`config.mk`:
```
export PLATFORM = sky130hd
export DESIGN_NAME = rotate_subtract_skip_unit
export DESIGN_NICKNAME = d
export VERILOG_FILES = /design/src/core/rsd_pkg.sv /design/src/core/borrow_subtractor.sv /design/src/core/rotate_subtract_skip_unit.sv
export SDC_FILE = /design/constraint.sdc
export NUM_CORES = 1
export LEC_CHECK = 0
export ABC_CLOCK_PERIOD_IN_PS = 3400
export BUFFER_PORTS_ARGS = -buffer_cell sky130_fd_sc_hd__buf_4
export CORE_ASPECT_RATIO = 0.8
export CORE_UTILIZATION = 49
export CTS_CLUSTER_DIAMETER = 60
export DETAILED_ROUTE_END_ITERATION = 6
export HOLD_SLACK_MARGIN = 0.06
export PLACE_DENSITY = 0.76
export REMOVE_ABC_BUFFERS = 1
export SLEW_MARGIN = 30
export SYNTH_ARGS = -nofsm -noshare
export SYNTH_HDL_FRONTEND = slang
export SYNTH_SLANG_ARGS = --single-unit
```
`constraint.sdc`:
```
create_clock -name mclk -period 3.4 [get_ports mclk]
set_input_delay 0.68 -clock mclk [delete_from_list [all_inputs] [get_ports mclk]]
set_output_delay 0.68 -clock mclk [all_outputs]
set_load 0.05 [all_outputs]
```
`src/core/rsd_pkg.sv`:
```
package rsd_pkg;

   // ------------------------------------------------------------
   // Widths
   // ------------------------------------------------------------
   localparam int DATA_W = 8;
   localparam int STATUS_W = 6;
   localparam int BIT_SEL_W = 3;

   // ------------------------------------------------------------
   // Status word layout
   // ------------------------------------------------------------
   localparam int CARRY_POS = 0;
   localparam int HALF_NIBBLE_POS = 1;
   localparam int ZERO_POS = 2;
   localparam int SIGNED_RANGE_POS = 3;
   localparam int SIGNED_RESULT_POS = 4;
   localparam int CHAINED_NIL_POS = 5;

   // ------------------------------------------------------------
   // Reset and fixed values
   // ------------------------------------------------------------
   localparam logic [DATA_W-1:0] WORKING_RESET = 8'h00;
   localparam logic [STATUS_W-1:0] STATUS_RESET = 6'h00;
   localparam logic [DATA_W-1:0] FILL_ONES_VALUE = 8'hFF;
   localparam logic [DATA_W-1:0] DECREMENT_STEP = 8'h01;

   // ------------------------------------------------------------
   // Operations
   // ------------------------------------------------------------
   typedef enum logic [2:0] {
      rotate_right_borrowflag_to_acc_op,
      subtract_with_borrow_op,
      subtract_with_borrow_to_mem_op,
      decrement_skip_zero_op,
      decrement_skip_zero_to_acc_op,
      fill_ones_op,
      set_bit_op
   } op_t;

endpackage

```
`src/core/borrow_subtractor.sv`:
```
`timescale 1ns/10ps
`default_nettype none
module borrow_subtractor
   import rsd_pkg::*;
(
   input wire logic [rsd_pkg::DATA_W-1:0] minuend,
   input wire logic [rsd_pkg::DATA_W-1:0] subtrahend,
   input wire logic carry_in,
   input wire logic chained_nil_in,
   output logic [rsd_pkg::DATA_W-1:0] difference,
   output logic [rsd_pkg::STATUS_W-1:0] status_out
);

   // ------------------------------------------------------------
   // Difference with the inverted carry as borrow
   // ------------------------------------------------------------
   wire logic borrow_in;
   wire logic [DATA_W:0] wide_diff;
   wire logic [4:0] low_diff;
   wire logic zero_result;
   wire logic overflow;

   assign borrow_in = ~carry_in;
   assign wide_diff = {1'b0, minuend} - {1'b0, subtrahend} - {{DATA_W{1'b0}}, borrow_in};
   assign low_diff = {1'b0, minuend[3:0]} - {1'b0, subtrahend[3:0]} - {4'h0, borrow_in};
   assign difference = wide_diff[DATA_W-1:0];
   assign zero_result = (difference == {DATA_W{1'b0}});
   assign overflow = (minuend[DATA_W-1] ^ subtrahend[DATA_W-1])
      & (minuend[DATA_W-1] ^ difference[DATA_W-1]);

   // ------------------------------------------------------------
   // Six affected status bits
   // ------------------------------------------------------------
   // Carry and half-nibble are clear on a borrow, set when none occurred.
   assign status_out[CARRY_POS] = ~wide_diff[DATA_W];
   assign status_out[HALF_NIBBLE_POS] = ~low_diff[4];
   assign status_out[ZERO_POS] = zero_result;
   assign status_out[SIGNED_RANGE_POS] = overflow;
   assign status_out[SIGNED_RESULT_POS] = overflow ^ difference[DATA_W-1];
   assign status_out[CHAINED_NIL_POS] = zero_result & chained_nil_in;

endmodule // borrow_subtractor
`default_nettype wire

```
`src/core/rotate_subtract_skip_unit.sv`:
```
// What this block does
// - Rotate right via carry into working register.
// - That rotate loads carry from operand bit zero.
// - Subtract: working minus operand minus inverted carry.
// - Memory variant writes difference to memory.
// - Carry clear on negative, set otherwise.
// - Subtracts update six status flags.
// - Decrement memory, skip next when zero.
// - Skip adds dummy slot; three cycles total.
// - Decrement into working register, skip when zero.
// - Fill byte with ones, flags untouched.
// - Set one selected bit, others kept.
`timescale 1ns/10ps
`default_nettype none
module rotate_subtract_skip_unit
   import rsd_pkg::*;
#(
   parameter int ADDR_W = 8
) (
   input wire logic mclk,
   input wire logic resetn,
   input wire logic op_valid,
   input wire rsd_pkg::op_t op_code,
   input wire logic [ADDR_W-1:0] op_addr,
   input wire logic [rsd_pkg::BIT_SEL_W-1:0] op_bit,
   output logic op_ready,
   output logic op_done,
   output logic skip_slot,
   output logic mem_rd_en,
   output logic [ADDR_W-1:0] mem_raddr,
   input wire logic [rsd_pkg::DATA_W-1:0] mem_rdata,
   output logic mem_wr_en,
   output logic [ADDR_W-1:0] mem_waddr,
   output logic [rsd_pkg::DATA_W-1:0] mem_wdata,
   input wire logic working_load,
   input wire logic [rsd_pkg::DATA_W-1:0] working_load_data,
   input wire logic status_load,
   input wire logic [rsd_pkg::STATUS_W-1:0] status_load_data,
   output logic [rsd_pkg::DATA_W-1:0] working_register,
   output logic [rsd_pkg::STATUS_W-1:0] status_flags
);

   // ------------------------------------------------------------
   // Sequencer states
   // ------------------------------------------------------------
   typedef enum logic [1:0] {
      idle_st,
      read_st,
      exec_st,
      dummy_st
   } state_t;

   state_t state_reg;
   state_t state_next;

   op_t op_reg;
   logic [ADDR_W-1:0] addr_reg;
   logic [BIT_SEL_W-1:0] bit_reg;
   logic [DATA_W-1:0] working_reg;
   logic [DATA_W-1:0] working_next;
   logic [STATUS_W-1:0] status_reg;
   logic [STATUS_W-1:0] status_next;
   logic wr_en_reg;
   logic wr_en_next;
   logic [ADDR_W-1:0] waddr_reg;
   logic [ADDR_W-1:0] waddr_next;
   logic [DATA_W-1:0] wdata_reg;
   logic [DATA_W-1:0] wdata_next;
   logic done_reg;
   logic fwd_hit_reg;
   logic [DATA_W-1:0] fwd_data_reg;

   // ------------------------------------------------------------
   // Decoding
   // ------------------------------------------------------------
   // Returns the one-hot mask that selects a single bit of a byte.
   function automatic logic [DATA_W-1:0] bit_mask(input logic [BIT_SEL_W-1:0] sel);
      logic [DATA_W-1:0] mask;
      mask = {{(DATA_W-1){1'b0}}, 1'b1} << sel;
      return mask;
   endfunction

   wire logic accept;
   wire logic in_exec;
   wire logic is_rotate;
   wire logic is_sub_acc;
   wire logic is_sub_mem;
   wire logic is_dec_mem;
   wire logic is_dec_acc;
   wire logic is_fill;
   wire logic is_set_bit;
   wire logic is_subtract;
   wire logic is_decrement;

   assign accept = op_valid & op_ready;
   assign in_exec = (state_reg == exec_st);
   assign is_rotate = (op_reg == rotate_right_borrowflag_to_acc_op);
   assign is_sub_acc = (op_reg == subtract_with_borrow_op);
   assign is_sub_mem = (op_reg == subtract_with_borrow_to_mem_op);
   assign is_dec_mem = (op_reg == decrement_skip_zero_op);
   assign is_dec_acc = (op_reg == decrement_skip_zero_to_acc_op);
   assign is_fill = (op_reg == fill_ones_op);
   assign is_set_bit = (op_reg == set_bit_op);
   assign is_subtract = is_sub_acc | is_sub_mem;
   assign is_decrement = is_dec_mem | is_dec_acc;

   // ------------------------------------------------------------
   // Operand fetch with write bypass
   // ------------------------------------------------------------
   // A write issued in the previous operation lands in the cycle before
   // this read, so wr_en_reg is low here and the pending data is never taken.
   wire logic fwd_hit_next;
   wire logic [DATA_W-1:0] operand;

   assign fwd_hit_next = wr_en_reg & (waddr_reg == addr_reg);
   assign operand = fwd_hit_reg ? fwd_data_reg : mem_rdata;

   // ------------------------------------------------------------
   // Results of each operation
   // ------------------------------------------------------------
   wire logic [DATA_W-1:0] rotate_result;
   wire logic [DATA_W-1:0] sub_result;
   wire logic [STATUS_W-1:0] sub_status;
   wire logic [DATA_W-1:0] dec_result;
   wire logic dec_zero;
   wire logic [DATA_W-1:0] set_bit_result;
   wire logic [STATUS_W-1:0] rotate_status;
   wire logic take_skip;

   assign rotate_result = {status_reg[CARRY_POS], operand[DATA_W-1:1]};

   // Only the carry position changes; every other status bit is copied.
   assign rotate_status = (status_reg & ~(STATUS_W'(1) << CARRY_POS))
      | (STATUS_W'(operand[0]) << CARRY_POS);

   borrow_subtractor u_subtractor (
      .minuend(working_reg),
      .subtrahend(operand),
      .carry_in(status_reg[CARRY_POS]),
      .chained_nil_in(status_reg[CHAINED_NIL_POS]),
      .difference(sub_result),
      .status_out(sub_status)
   );

   assign dec_result = operand - DECREMENT_STEP;
   assign dec_zero = (dec_result == {DATA_W{1'b0}});
   assign set_bit_result = operand | bit_mask(bit_reg);
   assign take_skip = in_exec & is_decrement & dec_zero;

   // ------------------------------------------------------------
   // Working register and status next values
   // ------------------------------------------------------------
   always_comb begin
      working_next = working_reg;
      if (in_exec) begin
         if (is_rotate) begin
            working_next = rotate_result;
         end else if (is_sub_acc) begin
            working_next = sub_result;
         end else if (is_dec_acc) begin
            working_next = dec_result;
         end
      end else if (working_load && (state_reg == idle_st)) begin
         working_next = working_load_data;
      end
   end

   // Decrement, fill and set-bit leave the status word as it is.
   always_comb begin
      status_next = status_reg;
      if (in_exec) begin
         if (is_rotate) begin
            status_next = rotate_status;
         end else if (is_subtract) begin
            status_next = sub_status;
         end
      end else if (status_load && (state_reg == idle_st)) begin
         status_next = status_load_data;
      end
   end

   // ------------------------------------------------------------
   // Memory write-back
   // ------------------------------------------------------------
   // The rotate and the accumulator-directed decrement never write memory.
   always_comb begin
      wr_en_next = 1'b0;
      waddr_next = waddr_reg;
      wdata_next = wdata_reg;
      if (in_exec) begin
         waddr_next = addr_reg;
         if (is_sub_mem) begin
            wr_en_next = 1'b1;
            wdata_next = sub_result;
         end else if (is_dec_mem) begin
            wr_en_next = 1'b1;
            wdata_next = dec_result;
         end else if (is_fill) begin
            wr_en_next = 1'b1;
            wdata_next = FILL_ONES_VALUE;
         end else if (is_set_bit) begin
            wr_en_next = 1'b1;
            wdata_next = set_bit_result;
         end
      end
   end

   // ------------------------------------------------------------
   // Sequencer
   // ------------------------------------------------------------
   // A plain operation holds two slots; a taken skip appends a third.
   always_comb begin
      state_next = state_reg;
      unique case (state_reg)
         idle_st: begin
            if (accept) begin
               state_next = read_st;
            end
         end
         read_st: begin
            state_next = exec_st;
         end
         exec_st: begin
            if (take_skip) begin
               state_next = dummy_st;
            end else begin
               state_next = idle_st;
            end
         end
         dummy_st: begin
            state_next = idle_st;
         end
      endcase
   end

   always_ff @(posedge mclk) begin
      if (!resetn) begin
         state_reg <= idle_st;
      end else begin
         state_reg <= state_next;
      end
   end

   always_ff @(posedge mclk) begin
      if (!resetn) begin
         op_reg <= rotate_right_borrowflag_to_acc_op;
         addr_reg <= '0;
         bit_reg <= '0;
      end else if (accept) begin
         op_reg <= op_code;
         addr_reg <= op_addr;
         bit_reg <= op_bit;
      end
   end

   always_ff @(posedge mclk) begin
      if (!resetn) begin
         fwd_hit_reg <= 1'b0;
         fwd_data_reg <= '0;
      end else if (state_reg == read_st) begin
         fwd_hit_reg <= fwd_hit_next;
         fwd_data_reg <= wdata_reg;
      end
   end

   // ------------------------------------------------------------
   // Architectural state
   // ------------------------------------------------------------
   always_ff @(posedge mclk) begin
      if (!resetn) begin
         working_reg <= WORKING_RESET;
         status_reg <= STATUS_RESET;
      end else begin
         working_reg <= working_next;
         status_reg <= status_next;
      end
   end

   always_ff @(posedge mclk) begin
      if (!resetn) begin
         wr_en_reg <= 1'b0;
         waddr_reg <= '0;
         wdata_reg <= '0;
         done_reg <= 1'b0;
      end else begin
         wr_en_reg <= wr_en_next;
         waddr_reg <= waddr_next;
         wdata_reg <= wdata_next;
         done_reg <= in_exec & ~take_skip;
      end
   end

   // ------------------------------------------------------------
   // Outputs
   // ------------------------------------------------------------
   // The dummy slot tells the decoder to run the fetched word as a nop.
   assign skip_slot = (state_reg == dummy_st);
   assign op_ready = (state_reg == idle_st);
   assign op_done = done_reg | skip_slot;
   assign mem_rd_en = (state_reg == read_st);
   assign mem_raddr = addr_reg;
   assign mem_wr_en = wr_en_reg;
   assign mem_waddr = waddr_reg;
   assign mem_wdata = wdata_reg;
   assign working_register = working_reg;
   assign status_flags = status_reg;

endmodule // rotate_subtract_skip_unit
`default_nettype wire

```
==> impl_metrics.tcl <==
set metrics [dict create \
    status "completed" \
    finalClockSkew_ns 0.006613 \
    critical_path.max_fanout 11 \
    yosysWarnings 0 \
    ios 84 \
    ys_seq_area_frac 0.3065 \
    p_total_mw 1.960 \
    syn_area_per_cell_sq_um 7.839 \
    fin_hold_ws_ns 0.4792 \
    setup_viol 0 \
    clockRootBuffer "clkbuf_8" \
    gp_congestion 0.9012 \
    wl_microns 10900 \
    overflow 0 \
    nets 627 \
    grt_pass1_wl_microns 17240 \
    drt-initial-drc-count 236 \
    grt_max_degree 58 \
    crit_arrival_ns 3.52 \
    viasPerCell 5.636 \
    n_antenna_cell 0 \
    layout-drive-gt1-share 0.2531 \
    synthArstFlopShare 0 \
    core-area_sq_mm 0.007392 \
    die_y_microns 79.97 \
    maxSlewViolCount 0 \
    start_kind "flip-flop" \
    cts_sinks 57 \
    clk_pin_slew_ns 0.07 \
    hold_violations 0 \
    post-synth-top-area-fraction 0.3065 \
    synth_cells 475 \
    yosysTopAreaCell "dfxtp_1" \
    firstDrtPassIters 7 \
    worst_slew_margin_rel 0.5692 \
    cpMaxStageDelayCell "or4_1" \
    fmax_mhz 308.4 \
    clkLatencyLatePin_ns 0.34 \
    io_buffers 83 \
    cts_tree "done" \
    synth_ff_type "dfxtp_1" \
    row_count 28 \
    chipWidth_microns 99.46 \
    max_stage_delay_ns 0.54 \
    place_hpwl_microns 8079 \
    detail-route-antenna-nets 0 \
    synth_area_leaders "dfxtp_1 (31%), nand2_1 (8.5%), a21boi_0 (6.3%)" \
    synth.distinct_cells 59 \
    drcViolationCount 0 \
    powerDensity_mw_per_mm2 413.0 \
    start_util 0.5037 \
    grtUsageTotal 0.2786 \
    critPathKind "flip-flop to flip-flop" \
    antenna_found_initial 0 \
    synthToLayoutAreaGrowth_pct 27.45 \
    endpoint_kind "flip-flop" \
    place_area_sq_mm 0.004571 \
    ir_worst_vdd_mv 0.2288 \
    rsz0062_at_grt "false" \
    worstPathCellList "buf_4 > mux2i_1 > inv_1 > ha_1 > inv_1 > ha_1 > a21oi_4 > xnor2_1 > or4_1 > or4_1 > a31oi_1" \
    critPathRequiredTime_ns 3.67 \
    min_period_over_period 0.9538 \
    period_minus_slack_ns 3.243 \
    postCtsHoldBufs 0 \
    drv_cap 0 \
    ys_ff_latch 57 \
    tightest_slew_ns 0.6449 \
    synth_edf_count 0 \
    clk_path_buf_depth 2 \
    drt-wirelength-per-cell_microns 16.08 \
    final_cell_area_sq_mm 0.004746 \
    hold_path_class "flip-flop to flip-flop" \
    h-tree-depth 3 \
    vias 3821 \
    grt_pass1_vias 3566 \
    power_leakage_nw 2.009 \
    numCtsBuffers 9 \
    syn_area_sq_mm 0.003724 \
    design.die.area_sq_mm 0.007954 \
]
[final cells by class]
class	count	area (sq um)
inverters	29	108.9
flip-flops and latches	57	1141
clock inverters	7	46.29
fillers	652	2646
well taps	105	131.4
clock buffers	9	123.9
repair buffers	114	855.8
multi-input cells	357	2338
[layout by cell type (no fill, tap or decap), types with 4 or more instances in the layout]
master	n
buf_4	114
nand2_1	84
dfxtp_1	57
a21boi_0	31
inv_1	28
o21ai_0	22
a21oi_1	21
nor2_1	16
ha_1	16
xnor2_1	14
xor2_1	10
nor3_1	10
a31oi_1	10
clkbuf_8	9
mux2i_1	7
o211ai_1	7
nand3_1	7
mux2_2	6
nor2b_1	6
a22oi_1	6
nand3b_1	6
o21ai_1	6
nor4_1	5
nor3b_1	5
nand2b_1	4
o22ai_1	4
or3_1	4
o211a_1	4
a222oi_1	4
[power breakdown]
group	internal [mW]	total (mW)	switching [mW]
Sequential	0.697	0.734	0.0363
Clock	0.262	0.572	0.310
Combinational	0.279	0.654	0.375
Total	1.24	1.96	0.721
[routing by layer]
| layer | vias up | track usage | share of wire |
|---|---|---|---|
| met5 | - | 0 | 0 |
| met4 | 0 | 0.09853 | 0.021 |
| met3 | 25 | 0.05867 | 0.060 |
| met2 | 153 | 0.4424 | 0.44 |
| met1 | 1788 | 0.3739 | 0.48 |
| li1 | 1855 | - | - |
[worst paths after layout]
path                                                    from                           end  slack, ns  cells past startpoint
worst max-delay path                fwd_hit_reg$_SDFFE_PN0P_  status_flags[2]$_SDFFE_PN0P_       0.16                     11
worst min-delay path            fwd_data_reg[6]$_SDFFE_PN0P_  fwd_data_reg[6]$_SDFFE_PN0P_       0.48                      2
worst max register to register      fwd_hit_reg$_SDFFE_PN0P_  status_flags[2]$_SDFFE_PN0P_       0.16                     11
worst min register to register  fwd_data_reg[6]$_SDFFE_PN0P_  fwd_data_reg[6]$_SDFFE_PN0P_       0.48                      2
[kinds of logic after synthesis]
group                    share of synthesized area
adder cells (fa/ha/maj)                    0.06452
buffers and inverters                      0.06687
AO/OA/AOI/OAI                               0.2473
XOR/XNOR                                   0.05645
multiplexers                               0.03696
flip-flops                                  0.3065
AND/OR/NAND/NOR                             0.2214
[critical path, delay by kind of cell (launching register included)]
family / cells / cell delay (ns)
and+or+nand+nor: 2 / 1.05
adders and majority gates: 2 / 0.67
DFF: 1 / 0.39
buffers and inverters: 3 / 0.36
AOI/OAI and AO/OA: 2 / 0.36
muxes: 1 / 0.24
xor gates and xnor gates: 1 / 0.09
[stage by stage]
step	std cells	utilization	setup TNS [ns]	worst slack (ns)
6_report	678	0.6420	0	0.1570
5_1_grt	678	0.6420	0	0.03423
4_1_cts	678	0.6413	0	0.1286
3_5_place_dp	662	0.6183	-0.3469	-0.1913
3_3_place_gp	662	0.6183	-0.1558	-0.09567
2_1_floorplan	443	-	0	0.02432
[cells in the mapped netlist, types with 5 or more instances]
cell type,n
o21ai_0,23
nand2_1,84
a21oi_1,21
dfxtp_1,57
a21boi_0,31
nor2_1,16
clkbuf_1,25
nand3_1,7
mux2i_1,7
a31oi_1,10
nor2b_1,6
ha_1,16
nor3b_1,5
xnor2_1,14
o211ai_1,7
nor3_1,10
nor4_1,5
nand3b_1,6
mux2_2,6
o21ai_1,5
a22oi_1,6
inv_1,28
xor2_1,10
[timing repair]
| action | CTS | global route |
|---|---|---|
| setup buffers | 0 | 0 |
| resized for setup | 0 | 2 |
| setup endpoints to repair | 0 | 2 |
No activity file was read; power rests on OpenSTA's default activity.
